==> src/include/eib_pkg.sv <==
// shared constants and types of the external-to-internal access bridge
package eib_pkg;

  // register offsets on the plain register port
  localparam logic [7:0] EIB_CTRL_OFS   = 8'h00;
  localparam logic [7:0] EIB_EXTCON_OFS = 8'h04;
  localparam logic [7:0] EIB_STAT_OFS   = 8'h08;

  // bridge_control_reg fields
  localparam int EIB_CTRL_ACC_BIT   = 0;
  localparam int EIB_CTRL_PRIV_BIT  = 1;
  localparam int EIB_CTRL_RECON_BIT = 2;
  localparam logic [2:0] EIB_CTRL_RST = 3'h0;

  // extension_control_reg fields
  localparam int EIB_PTR_W        = 10;
  localparam int EIB_PTR_A_LSB    = 0;
  localparam int EIB_PTR_B_LSB    = 10;
  localparam int EIB_PTR_C_LSB    = 20;
  localparam int EIB_LOCK_BIT     = 30;
  localparam logic [9:0] EIB_PTR_A_RST = 10'h000;
  localparam logic [9:0] EIB_PTR_B_RST = 10'h001;
  localparam logic [9:0] EIB_PTR_C_RST = 10'h002;

  // status register fields
  localparam int EIB_STAT_BUSY_BIT   = 0;
  localparam int EIB_STAT_WBUF_BIT   = 1;
  localparam int EIB_STAT_REFUSE_BIT = 2;

  // pointer selection by the top two external address bits
  localparam logic [1:0] EIB_SEL_A   = 2'h0;
  localparam logic [1:0] EIB_SEL_CFG = 2'h1;
  localparam logic [1:0] EIB_SEL_B   = 2'h2;
  localparam logic [1:0] EIB_SEL_C   = 2'h3;

  // internal access width encoding
  localparam logic [1:0] EIB_SZ_BYTE = 2'h0;
  localparam logic [1:0] EIB_SZ_HALF = 2'h1;
  localparam logic [1:0] EIB_SZ_WORD = 2'h2;

  // timing counts
  localparam int EIB_IB_MIN_CYC = 3;
  localparam logic [1:0] EIB_IB_LAST = 2'(EIB_IB_MIN_CYC - 1);

  typedef enum logic [1:0] {
    EIB_IDLE,
    EIB_XFER,
    EIB_INT
  } eib_state_type;

endpackage

==> src/verilog/eib_bcdec.sv <==
// byte-control decoder: access width and low address bits
`timescale 1ns/10ps
module eib_bcdec (
  // active-low byte controls
  input  wire logic [3:0] lane_n,
  // decoded access
  output logic      [1:0] size,
  output logic      [1:0] addr_lo,
  output logic            valid
);

  // undefined patterns fall back to a word access and flag invalid
  always_comb begin
    size    = eib_pkg::EIB_SZ_WORD;
    addr_lo = 2'h0;
    valid   = 1'b1;
    case (lane_n)
      4'h0: size = eib_pkg::EIB_SZ_WORD;
      4'hc: size = eib_pkg::EIB_SZ_HALF;
      4'h3: begin
        size    = eib_pkg::EIB_SZ_HALF;
        addr_lo = 2'h2;
      end
      4'he: size = eib_pkg::EIB_SZ_BYTE;
      4'hd: begin
        size    = eib_pkg::EIB_SZ_BYTE;
        addr_lo = 2'h1;
      end
      4'hb: begin
        size    = eib_pkg::EIB_SZ_BYTE;
        addr_lo = 2'h2;
      end
      4'h7: begin
        size    = eib_pkg::EIB_SZ_BYTE;
        addr_lo = 2'h3;
      end
      default: valid = 1'b0;
    endcase
  end

endmodule

==> src/verilog/eib_bridge.sv <==
// external-to-internal access bridge: external slave, internal bus master
`timescale 1ns/10ps
// What this block does
// - refuse external accesses unless enable set
// - issue privilege from pin when selected
// - external pointer reprogramming only with reconfig enable
// - lock bit keeps internal bus locked
// - 32-bit little-endian aligned target, byte writes
// - synchronise external inputs, two cycles
// - internal transfer lasts at least three cycles
// - read starts after address, strobes synchronised
// - write starts after data also synchronised
// - wait held on reads until data
// - writes buffered, wait only if buffer busy
// - one task at once, first-come first-served
// - reject internal requests while serving external
// - external access never aborted, master waits
// - bridge masters internal bus, no pass-through
// - ignore accesses without bridge chip select
// - prefix ten-bit pointer to external address
// - top address bits pick pointer or config
// - wait is output, address lines are inputs
module eib_bridge (
  // clock and reset
  input  wire logic        clk,
  input  wire logic        rstn,
  // register port
  input  wire logic [7:0]  reg_addr,
  input  wire logic [31:0] reg_wdata,
  input  wire logic        reg_we,
  input  wire logic        reg_re,
  output logic      [31:0] reg_rdata,
  // external bus, driven by the external master
  input  wire logic        bridge_chip_select_n,
  input  wire logic        ext_rd_n,
  input  wire logic        ext_wr_n,
  input  wire logic [23:0] ext_addr,
  input  wire logic [3:0]  byte_control_lines_n,
  input  wire logic        privilege_level_pin,
  input  wire logic [31:0] ext_data_in,
  // external bus, driven by the bridge
  output logic [31:0]      ext_data_out,
  output logic             ext_data_oe,
  output logic             ext_wait_out,
  output logic             ext_wait_oe,
  output logic             ext_bus_own,
  // internal bus master side
  output logic             ib_req,
  output logic [31:0]      ib_addr,
  output logic             ib_write,
  output logic [1:0]       ib_size,
  output logic [3:0]       ib_be,
  output logic [31:0]      ib_wdata,
  output logic             ib_supervisor,
  output logic             ib_lock,
  input  wire logic        ib_ack,
  input  wire logic [31:0] ib_rdata,
  // internal masters asking for the bridge
  input  wire logic        int_req,
  input  wire logic        int_done,
  output logic             int_grant,
  output logic             int_reject
);

  // synchronised external inputs
  logic [2:0]  s_ctl;
  logic [23:0] s_addr;
  logic [3:0]  s_lane_n;
  logic [31:0] s_data;
  logic        s_priv;
  logic        s_cs, s_rd, s_wr, acc_act, acc_prev_q, acc_new;

  // control and configuration
  logic [2:0]  ctrl_q;
  logic [29:0] ptr_q;
  logic        lock_q, refused_q;

  // pending external access
  logic        pend_q, pend_rd_q, pend_priv_q;
  logic [23:0] pend_addr_q;
  logic [3:0]  pend_lane_q;
  logic [31:0] pend_data_q;
  logic        done_now, refuse_now, cfg_wr_now, wb_load;
  logic        rd_imm, rd_from_ib;
  logic [31:0] rd_imm_data;
  logic [1:0]  pend_sel;
  logic        dec_valid;
  logic [1:0]  dec_size, dec_lo;

  // write buffer
  logic        wb_full_q, wb_priv_q;
  logic [31:0] wb_addr_q, wb_data_q;
  logic [3:0]  wb_be_q;
  logic [1:0]  wb_size_q;

  // transfer engine
  eib_pkg::eib_state_type state_q;
  logic [1:0]  cnt_q;
  logic        xfer_rd_q, xfer_done;
  logic [31:0] ext_addr32;

  // all external inputs pass the same two stages together
  eib_sync #(.W(3)) u_sync_ctl (
    .clk  (clk),
    .rstn (rstn),
    .d    ({~bridge_chip_select_n, ~ext_rd_n, ~ext_wr_n}),
    .q    (s_ctl)
  );
  eib_sync #(.W(61)) u_sync_dat (
    .clk  (clk),
    .rstn (rstn),
    .d    ({privilege_level_pin, byte_control_lines_n, ext_addr,
            ext_data_in}),
    .q    ({s_priv, s_lane_n, s_addr, s_data})
  );

  assign s_cs    = s_ctl[2];
  assign s_rd    = s_ctl[1];
  assign s_wr    = s_ctl[0];
  assign acc_act = s_cs & (s_rd | s_wr);
  assign acc_new = acc_act & ~acc_prev_q;

  eib_bcdec u_bcdec (
    .lane_n  (pend_lane_q),
    .size    (dec_size),
    .addr_lo (dec_lo),
    .valid   (dec_valid)
  );

  // pointer prefix chosen by the top address bits
  assign pend_sel = pend_addr_q[23:22];
  always_comb begin
    case (pend_sel)
      eib_pkg::EIB_SEL_B:
        ext_addr32 = {ptr_q[eib_pkg::EIB_PTR_B_LSB +: eib_pkg::EIB_PTR_W],
                      pend_addr_q[21:2], dec_lo};
      eib_pkg::EIB_SEL_C:
        ext_addr32 = {ptr_q[eib_pkg::EIB_PTR_C_LSB +: eib_pkg::EIB_PTR_W],
                      pend_addr_q[21:2], dec_lo};
      default:
        ext_addr32 = {ptr_q[eib_pkg::EIB_PTR_A_LSB +: eib_pkg::EIB_PTR_W],
                      pend_addr_q[21:2], dec_lo};
    endcase
  end

  // decide how the pending access is finished without the internal bus
  always_comb begin
    refuse_now  = 1'b0;
    cfg_wr_now  = 1'b0;
    wb_load     = 1'b0;
    rd_imm      = 1'b0;
    rd_imm_data = 32'h0000_0000;
    if (pend_q) begin
      if (!ctrl_q[eib_pkg::EIB_CTRL_ACC_BIT] || !dec_valid) begin
        refuse_now = 1'b1;
        rd_imm     = pend_rd_q;
      end else if (pend_sel == eib_pkg::EIB_SEL_CFG) begin
        if (!ctrl_q[eib_pkg::EIB_CTRL_RECON_BIT]) begin
          refuse_now = 1'b1;
          rd_imm     = pend_rd_q;
        end else if (pend_rd_q) begin
          rd_imm      = 1'b1;
          rd_imm_data = {1'b0, lock_q, ptr_q};
        end else begin
          cfg_wr_now = 1'b1;
        end
      end else if (!pend_rd_q && !wb_full_q) begin
        wb_load = 1'b1;
      end
    end
  end

  assign rd_from_ib = xfer_done & xfer_rd_q;
  assign done_now   = refuse_now | cfg_wr_now | wb_load | rd_imm |
                      rd_from_ib;

  // capture one access at a time; it stays until served, never dropped
  always_ff @(posedge clk) begin
    if (!rstn) begin
      acc_prev_q  <= 1'b0;
      pend_q      <= 1'b0;
      pend_rd_q   <= 1'b0;
      pend_priv_q <= 1'b0;
      pend_addr_q <= 24'h00_0000;
      pend_lane_q <= 4'hf;
      pend_data_q <= 32'h0000_0000;
    end else begin
      acc_prev_q <= acc_act;
      if (acc_new) begin
        pend_q      <= 1'b1;
        pend_rd_q   <= s_rd;
        pend_priv_q <= s_priv;
        pend_addr_q <= s_addr;
        pend_lane_q <= s_lane_n;
        pend_data_q <= s_data;
      end else if (done_now) begin
        pend_q <= 1'b0;
      end
    end
  end

  // wait: reads until data, writes only while the buffer is busy
  always_ff @(posedge clk) begin
    if (!rstn) begin
      ext_wait_oe  <= 1'b0;
      ext_wait_out <= 1'b0;
    end else begin
      ext_wait_out <= 1'b0; // open drain, only ever pulls low
      if (acc_new) begin
        ext_wait_oe <= s_rd | wb_full_q;
      end else if (done_now) begin
        ext_wait_oe <= 1'b0;
      end else begin
        ext_wait_oe <= pend_q & (pend_rd_q | wb_full_q);
      end
    end
  end

  // read data stand on the bus until the master lets the strobe go
  always_ff @(posedge clk) begin
    if (!rstn) begin
      ext_data_out <= 32'h0000_0000;
      ext_data_oe  <= 1'b0;
    end else begin
      if (rd_from_ib) begin
        ext_data_out <= ib_rdata;
        ext_data_oe  <= 1'b1;
      end else if (rd_imm) begin
        ext_data_out <= rd_imm_data;
        ext_data_oe  <= 1'b1;
      end else if (!(s_cs && s_rd)) begin
        ext_data_oe <= 1'b0;
      end
    end
  end

  // buffered write, filled from the pending access
  always_ff @(posedge clk) begin
    if (!rstn) begin
      wb_full_q <= 1'b0;
      wb_priv_q <= 1'b0;
      wb_addr_q <= 32'h0000_0000;
      wb_data_q <= 32'h0000_0000;
      wb_be_q   <= 4'h0;
      wb_size_q <= eib_pkg::EIB_SZ_WORD;
    end else begin
      if (wb_load) begin
        wb_full_q <= 1'b1;
        wb_priv_q <= pend_priv_q;
        wb_addr_q <= ext_addr32;
        wb_data_q <= pend_data_q;
        wb_be_q   <= ~pend_lane_q;
        wb_size_q <= dec_size;
      end else if (xfer_done && !xfer_rd_q) begin
        wb_full_q <= 1'b0;
      end
    end
  end

  assign xfer_done = (state_q == eib_pkg::EIB_XFER) && ib_ack &&
                     (cnt_q >= eib_pkg::EIB_IB_LAST);

  // one task at a time: buffered write, then read, then internal request
  always_ff @(posedge clk) begin
    if (!rstn) begin
      state_q   <= eib_pkg::EIB_IDLE;
      cnt_q     <= 2'h0;
      xfer_rd_q <= 1'b0;
      int_grant <= 1'b0;
    end else begin
      case (state_q)
        eib_pkg::EIB_IDLE: begin
          cnt_q <= 2'h0;
          if (wb_full_q) begin
            state_q   <= eib_pkg::EIB_XFER;
            xfer_rd_q <= 1'b0;
          end else if (pend_q && pend_rd_q && !rd_imm) begin
            state_q   <= eib_pkg::EIB_XFER;
            xfer_rd_q <= 1'b1;
          end else if (int_req && !pend_q && !acc_act) begin
            state_q   <= eib_pkg::EIB_INT;
            int_grant <= 1'b1;
          end
        end
        eib_pkg::EIB_XFER: begin
          if (cnt_q != eib_pkg::EIB_IB_LAST) begin
            cnt_q <= cnt_q + 2'h1;
          end
          if (xfer_done) begin
            state_q <= eib_pkg::EIB_IDLE;
          end
        end
        eib_pkg::EIB_INT: begin
          if (int_done) begin
            state_q   <= eib_pkg::EIB_IDLE;
            int_grant <= 1'b0;
          end
        end
        default: state_q <= eib_pkg::EIB_IDLE;
      endcase
    end
  end

  // internal bus request, held stable for the whole transfer
  always_ff @(posedge clk) begin
    if (!rstn) begin
      ib_req        <= 1'b0;
      ib_addr       <= 32'h0000_0000;
      ib_write      <= 1'b0;
      ib_size       <= eib_pkg::EIB_SZ_WORD;
      ib_be         <= 4'h0;
      ib_wdata      <= 32'h0000_0000;
      ib_supervisor <= 1'b0;
    end else if (state_q == eib_pkg::EIB_IDLE) begin
      if (wb_full_q) begin
        ib_req        <= 1'b1;
        ib_addr       <= wb_addr_q;
        ib_write      <= 1'b1;
        ib_size       <= wb_size_q;
        ib_be         <= wb_be_q;
        ib_wdata      <= wb_data_q;
        ib_supervisor <= wb_priv_q &
                         ctrl_q[eib_pkg::EIB_CTRL_PRIV_BIT];
      end else if (pend_q && pend_rd_q && !rd_imm) begin
        ib_req        <= 1'b1;
        ib_addr       <= ext_addr32;
        ib_write      <= 1'b0;
        ib_size       <= dec_size;
        ib_be         <= ~pend_lane_q;
        ib_supervisor <= pend_priv_q &
                         ctrl_q[eib_pkg::EIB_CTRL_PRIV_BIT];
      end
    end else if (xfer_done) begin
      ib_req <= 1'b0;
    end
  end

  // ownership and rejection while an external access is in hand
  always_ff @(posedge clk) begin
    if (!rstn) begin
      ext_bus_own <= 1'b0;
      int_reject  <= 1'b0;
      ib_lock     <= 1'b0;
    end else begin
      ext_bus_own <= pend_q | acc_act | wb_full_q |
                     (state_q == eib_pkg::EIB_XFER);
      int_reject  <= int_req & ~int_grant &
                     (pend_q | acc_act | wb_full_q |
                      (state_q != eib_pkg::EIB_IDLE));
      ib_lock     <= lock_q;
    end
  end

  // control, pointer and status registers
  always_ff @(posedge clk) begin
    if (!rstn) begin
      ctrl_q    <= eib_pkg::EIB_CTRL_RST;
      ptr_q     <= {eib_pkg::EIB_PTR_C_RST, eib_pkg::EIB_PTR_B_RST,
                    eib_pkg::EIB_PTR_A_RST};
      lock_q    <= 1'b0;
      refused_q <= 1'b0;
    end else begin
      if (reg_we && reg_addr == eib_pkg::EIB_CTRL_OFS) begin
        ctrl_q <= reg_wdata[2:0];
      end
      if (cfg_wr_now) begin
        ptr_q  <= pend_data_q[29:0];
        lock_q <= pend_data_q[eib_pkg::EIB_LOCK_BIT];
      end else if (reg_we && reg_addr == eib_pkg::EIB_EXTCON_OFS) begin
        ptr_q  <= reg_wdata[29:0];
        lock_q <= reg_wdata[eib_pkg::EIB_LOCK_BIT];
      end
      // a refusal in the clearing cycle still sets the flag
      if (refuse_now) begin
        refused_q <= 1'b1;
      end else if (reg_we && reg_addr == eib_pkg::EIB_STAT_OFS &&
                   reg_wdata[eib_pkg::EIB_STAT_REFUSE_BIT]) begin
        refused_q <= 1'b0;
      end
    end
  end

  // read data one cycle after the read strobe, zero when unmapped
  always_ff @(posedge clk) begin
    if (!rstn) begin
      reg_rdata <= 32'h0000_0000;
    end else if (reg_re) begin
      case (reg_addr)
        eib_pkg::EIB_CTRL_OFS:   reg_rdata <= {29'h0, ctrl_q};
        eib_pkg::EIB_EXTCON_OFS: reg_rdata <= {1'b0, lock_q, ptr_q};
        eib_pkg::EIB_STAT_OFS:
          reg_rdata <= {29'h0, refused_q, wb_full_q,
                        state_q != eib_pkg::EIB_IDLE};
        default:                 reg_rdata <= 32'h0000_0000;
      endcase
    end else begin
      reg_rdata <= 32'h0000_0000;
    end
  end

endmodule

==> src/verilog/eib_sync.sv <==
// two-stage synchroniser for the external strobes, address and data
`timescale 1ns/10ps
module eib_sync #(
  parameter int W = 1
) (
  // clock and reset
  input  wire logic         clk,
  input  wire logic         rstn,
  // data
  input  wire logic [W-1:0] d,
  output logic      [W-1:0] q
);

  logic [W-1:0] meta_q;

  // first stage feeds only the second stage
  always_ff @(posedge clk) begin
    if (!rstn) begin
      meta_q <= '0;
      q      <= '0;
    end else begin
      meta_q <= d;
      q      <= meta_q;
    end
  end

endmodule
==> config.mk <==
export PLATFORM = sky130hd
export DESIGN_NAME = eib_bridge
export DESIGN_NICKNAME = d
export VERILOG_FILES = /design/src/include/eib_pkg.sv /design/src/verilog/eib_bcdec.sv /design/src/verilog/eib_bridge.sv /design/src/verilog/eib_sync.sv
export SDC_FILE = /design/constraint.sdc
export NUM_CORES = 1
export LEC_CHECK = 0
export BUFFER_PORTS_ARGS = -buffer_cell sky130_fd_sc_hd__buf_2
export CAP_MARGIN = 10
export CORE_ASPECT_RATIO = 1.4
export CORE_MARGIN = 8
export CORE_UTILIZATION = 59
export DETAILED_ROUTE_END_ITERATION = 8
export MAX_ROUTING_LAYER = met4
export PLACE_DENSITY = 0.84
export SYNTH_ARGS = -nofsm -noshare
export SYNTH_HDL_FRONTEND = slang
export SYNTH_HIERARCHICAL = 1
export SYNTH_SLANG_ARGS = --single-unit
export TNS_END_PERCENT = 5
==> constraint.sdc <==
create_clock -name clk -period 6.19 [get_ports clk]
set_input_delay 0.619 -clock clk [delete_from_list [all_inputs] [get_ports clk]]
set_output_delay 0.619 -clock clk [all_outputs]
set_load 0.01 [all_outputs]
### Word level (Yosys, flattened, before mapping)

Cells that the tools add are included.

| cells by class | value |
|---|---|
| add/subtract/negate cells | 1 |
| equal/unequal tests | 23 |
| mux-type cells | 73 |
| reduce and logical (&&, ||, !) cells | 46 |
| bitwise operators | 25 |
| $lt $le $gt $ge | 1 |

Operator list:

| operator | count |
|---|---|
| two-way mux 31 bit | 5 |
| two-way mux 32 bit | 4 |
| case mux 31 bit (3 select lines) | 1 |
| case mux 32 bit (2 select lines) | 1 |
| two-way mux 30 bit | 2 |
| two-way mux 1 bit | 45 |
| nonzero test 2 bit | 10 |
| equality test 4 bit (second input constant) | 4 |
| two-way mux 2 bit | 8 |
| logical AND 1 bit | 13 |
| != test 2 bit (second input constant) | 6 |
| case mux 2 bit (3 select lines) | 2 |
| bitwise OR 1 bit | 11 |
| AND reduction 2 bit | 5 |
| AND 1 bit | 8 |
| equality test 8 x 3 -> 1 bit (second input constant) | 1 |
| equality test 8 x 4 -> 1 bit (second input constant) | 1 |
| zero test 1 bit | 8 |
| zero test 8 bit | 1 |
| two-way mux 4 bit | 2 |
| case mux 2 bit (2 select lines) | 2 |
| OR reduction 7 bit | 1 |
| equality test 2 bit (second input constant) | 3 |
| != test 3 bit (second input constant) | 2 |
| 17 further kinds | 23 |

| storage, ports and cells | value |
|---|---|
| word-level logic and storage cells | 208 |
| output and inout port bits | 144 |
| register bits after elaboration | 447 |
| bits of input ports | 143 |

### Longest topological paths before layout

| logic depth | value |
|---|---|
| depth in word-level cells | 13 |
| depth in mapped cells | 10 |

### Cells and area by module

Netlist, hierarchy kept.

By module, submodules not included:

| module | cells each | times used | sequential area each (µm²) | area each (µm²) |
|---|---|---|---|---|
| eib_bridge | 1419 | 1 | 6326.1 | 11945.2 |
| eib_sync (u_sync_dat) | 257 | 1 | 2442.3 | 3326.9 |
| eib_sync (u_sync_ctl) | 12 | 1 | 120.1 | 157.7 |
| eib_bcdec | 12 | 1 | 0.0 | 71.3 |

### Least setup slack after synthesis

Ideal clock, no wire load.

| timing path | value |
|---|---|
| kind | register -> register |
| start | register pend_lane_q[1] |
| end | register wb_addr_q[16] |
| period minus slack after synthesis | 2269 ps |
| data required time | 6058 ps |
| cell stages (with the launch flop) | 11 |
| path buffers | 3 |
| arrival time | 2137 ps |
| path slack | 3921 ps |
| path through | dfxtp_1 > or3_1 > a21oi_1 > or3b_1 > nand2_1 > or4_1 > clkbuf_1 > buf_2 > buf_2 > nand2_1 > a21oi_1 |

| on the way | value |
|---|---|
| longest elaborated chain between the ends | 7 |

Ends and longest elaborated chain:

| item | line | RTL |
|---|---|---|
| start: declaration | eib_bridge.sv:81 | `logic [3:0] pend_lane_q;` |
| start signal: assignment | eib_bridge.sv:194 | `pend_lane_q <= s_lane_n;` |
| equality test 4 bit (tied with other cells) | eib_bcdec.sv:17 | `case (lane_n)` |
| OR reduction 7 bit (no source line) * | -- |  |
| two-way mux 1 bit * | eib_bcdec.sv:17 |  |
| via dec_valid | eib_bridge.sv:87 | `logic dec_valid;` |
| zero test 1 bit * | eib_bridge.sv:154 | `if (!ctrl_q[eib_pkg::EIB_CTRL_ACC_BIT] \|\| !dec_valid) begin` |
| logical OR 1 bit * | eib_bridge.sv:154 |  |
| two-way mux 1 bit * | eib_bridge.sv:154 |  |
| two-way mux 1 bit * | eib_bridge.sv:153 | `if (pend_q) begin` |
| end signal: assignment | eib_bridge.sv:250 | `wb_addr_q <= ext_addr32;` |
| end: declaration | eib_bridge.sv:92 | `logic [31:0] wb_addr_q, wb_data_q;` |

The timed path passes the listed nets; every way through them passes the cells marked *.
A chain may end at the register's enable or synchronous reset.

### Final worst setup path

| timing path | value |
|---|---|
| start | register pend_lane_q[1] |
| end | register ext_wait_oe |

| on the way | value |
|---|---|
| longest elaborated chain between the ends | 13 |

Ends and longest elaborated chain:

| item | line | RTL |
|---|---|---|
| equality test 4 bit (tied with other cells) | eib_bcdec.sv:17 |  |
| OR reduction 7 bit (no source line) * | -- |  |
| two-way mux 1 bit * | eib_bcdec.sv:17 |  |
| via dec_valid | eib_bridge.sv:87 |  |
| zero test 1 bit * | eib_bridge.sv:154 |  |
| logical OR 1 bit * | eib_bridge.sv:154 |  |
| two-way mux 1 bit | eib_bridge.sv:154 |  |
| two-way mux 1 bit | eib_bridge.sv:153 |  |
| bitwise OR 1 bit (2 in a row) | eib_bridge.sv:174 | `assign done_now = refuse_now \| cfg_wr_now \| wb_load \| rd_imm \|` |
| bitwise OR 1 bit * (2 in a row) | eib_bridge.sv:174 |  |
| two-way mux 1 bit * | eib_bridge.sv:211 | `end else if (done_now) begin` |
| two-way mux 1 bit * | eib_bridge.sv:209 | `if (acc_new) begin` |
| end signal: assignment | eib_bridge.sv:210 | `ext_wait_oe <= s_rd \| wb_full_q;` |
| end signal: assignment | eib_bridge.sv:214 | `ext_wait_oe <= pend_q & (pend_rd_q \| wb_full_q);` |
| end: declaration | eib_bridge.sv:45 | `output logic ext_wait_oe,` |

Marked as above.

==> metrics.csv <==
stage,metric,value,unit
run_status,outcome,"complete, no violations",
timing,rsz0062_at_grt,false,
floorplanning,boundaryPins,287,
floorplanning,start_util,0.5939,
floorplanning,placementRows,70,
detailed_routing,drtAntennaViolNets,0,
timing,finalSetupViolations,0,
critical_path,r2r_slack,3.19,ns
critical_path,crit_arrival,3.39,ns
synthesis,netlist_instances,1692,
cts,insertion_delay,0.53,ns
power,ir_drop,0.2031,mV
critical_path,worstPathRequired,6.58,ns
detailed_routing,drt-pass1-iter-count,5,
timing,max_freq,333.4,MHz
synthesis,syn_area,15400,sq um
critical_path,cp_max_fo,70,
cells_and_area,fin_area,18010,sq um
cts,cts_setup_buffers,0,
detailed_routing,wl_per_cell,18.87,um
cells_and_area,final_common_cell,dfxtp_1,
timing,fin_crit_sh,0.4846,
cts,cts_resized,0,
synthesis,syn_area_per_cell,9.099,sq um
global_routing,grt_pass1_vias,12471,
cells_and_area,area_growth,16.99,%
detailed_routing,vias,12844,
cts,cts.sinks,440,
critical_path,path_class,register to register,
power,p_leak,7.444,nW
placement,gp_congestion,0.9247,
power,power_density,297.1,nW/um^2
job,maxCapViolCount,0,
global_routing,grt_pass1_wl,66360,um
cts,cts.hold.buffers_added,0,
synthesis,yosysWarnings,6,
global_routing,antenna_found_initial,3,
placement,port_buffers,281,
timing,relSlewSlack,0.2483,
floorplanning,die_w,152.5,um
min_path,holdPathStages,2,
placement,dpl.cell_count,2184,
global_routing,grt_use_total,0.2645,
detailed_routing,drt-initial-drc-count,1039,
detailed_routing,via_per_inst,5.693,
cts,htreeDepth,2,
timing,fin_setup_tns,0,ns
floorplanning,die_h,207.1,um
detailed_routing,wirelength,42570,um
timing,finClkSkew,0.01801,ns
cells_and_area,nNetsFinal,2045,
placement,dp_hpwl,28150,um
critical_path,reg2reg_depth,9,
timing,worst_pin_slew,1.128,ns
power,total_power,5.351,mW
global_routing,grt_max_degree,111,
cts,cts_root_buf,clkbuf_16,
timing,hold_violations,0,
cts,clk_pin_slew,0.07,ns
timing,period_needed,2.999,ns
cts,cts_tree,yes,
min_path,hold_path_class,input port to register,
cells_and_area,fin_cells,2256,
floorplanning,die-area,31590,sq um
critical_path,end_kind,register,
cells_and_area,final_cell_mix,"dfxtp_1 (440), nand2_1 (358), buf_2 (280)",
critical_path,start_kind,register,
timing,drv_slew,0,
cells_and_area,drive_above_1_share,0.1949,
floorplanning,coreArea,25920,sq um
cts,clockBufferDepth,3,
detailed_routing,drc,0,
global_routing,grt_overflow,0,
cts,cts_inserted_buffers,38,
placement,placed_area,16780,sq um
-- metal layers --
layer  GRT usage  up-vias  share of wire
li1            -     6115              -
met1      0.3045     5973           0.39
met2      0.4189      618           0.47
met3     0.05688      138          0.080
met4      0.1612        0          0.060
met5           -        -              0
-- registers in the layout, summed over array words and instances, names as in the netlist, 22 cells and up --
| signal | count |
|---|---|
| pend_data_q | 32 |
| ib_wdata | 32 |
| u_sync_dat/meta_q | 59 |
| reg_rdata | 31 |
| pend_addr_q | 22 |
| wb_addr_q | 32 |
| ib_addr | 32 |
| ext_data_out | 32 |
| ptr_q | 30 |
| u_sync_dat/q | 59 |
| wb_data_q | 32 |
-- power breakdown --
part | switching (mW) | leakage, nW | internal (mW)
registers | 0.0165 | 3.57 | 2.87
clock network | 1.01 | 0.592 | 1.28
logic | 0.103 | 3.28 | 0.0731
-- final cells by class --
type                            instances  area [sq um]
Sequential cell                       440          8808
Inverter                                8         35.03
Timing Repair Buffer                  298          1556
Fill cell                            2003          7913
Antenna cell                            3         7.507
Tap cell                              324         405.4
Clock buffer                           54          1092
Multi-Input combinational cell       1115          6003
Clock inverter                         14         103.9
-- path summary, 6_finish.rpt --
kind	from	to
hold reg to reg	u_sync_ctl/meta_q[2]	u_sync_ctl/q[2]
setup reg to reg	pend_lane_q[1]	ext_wait_oe
setup / recovery	pend_lane_q[1]	ext_wait_oe
hold / removal	ext_data_in[14]	u_sync_dat/meta_q[14]
-- worst max-delay path: stages (launching register included) --
cell,delay [ns]
dfxtp_1,0.39
or3_1,0.39
a21oi_1,0.15
or3b_1,0.18
nand2_1,0.17
or4_2,0.63
buf_4,0.40
o2111ai_1,0.23
o22ai_1,0.13
a21boi_1,0.17
-- through the flow --
| step | worst slack, ns | hold slack (ns) | utilization |
|---|---|---|---|
| floorplan | 3.921 | 0.4057 | - |
| global placement | 3.232 | 0.4131 | 0.6473 |
| detailed placement | 3.121 | 0.4169 | 0.6473 |
| CTS | 3.119 | 0.2796 | 0.6934 |
| global route | 3.039 | 0.2791 | 0.6948 |
| finish | 3.191 | 0.2979 | 0.6948 |
No activity file was read; power rests on OpenSTA's default activity.
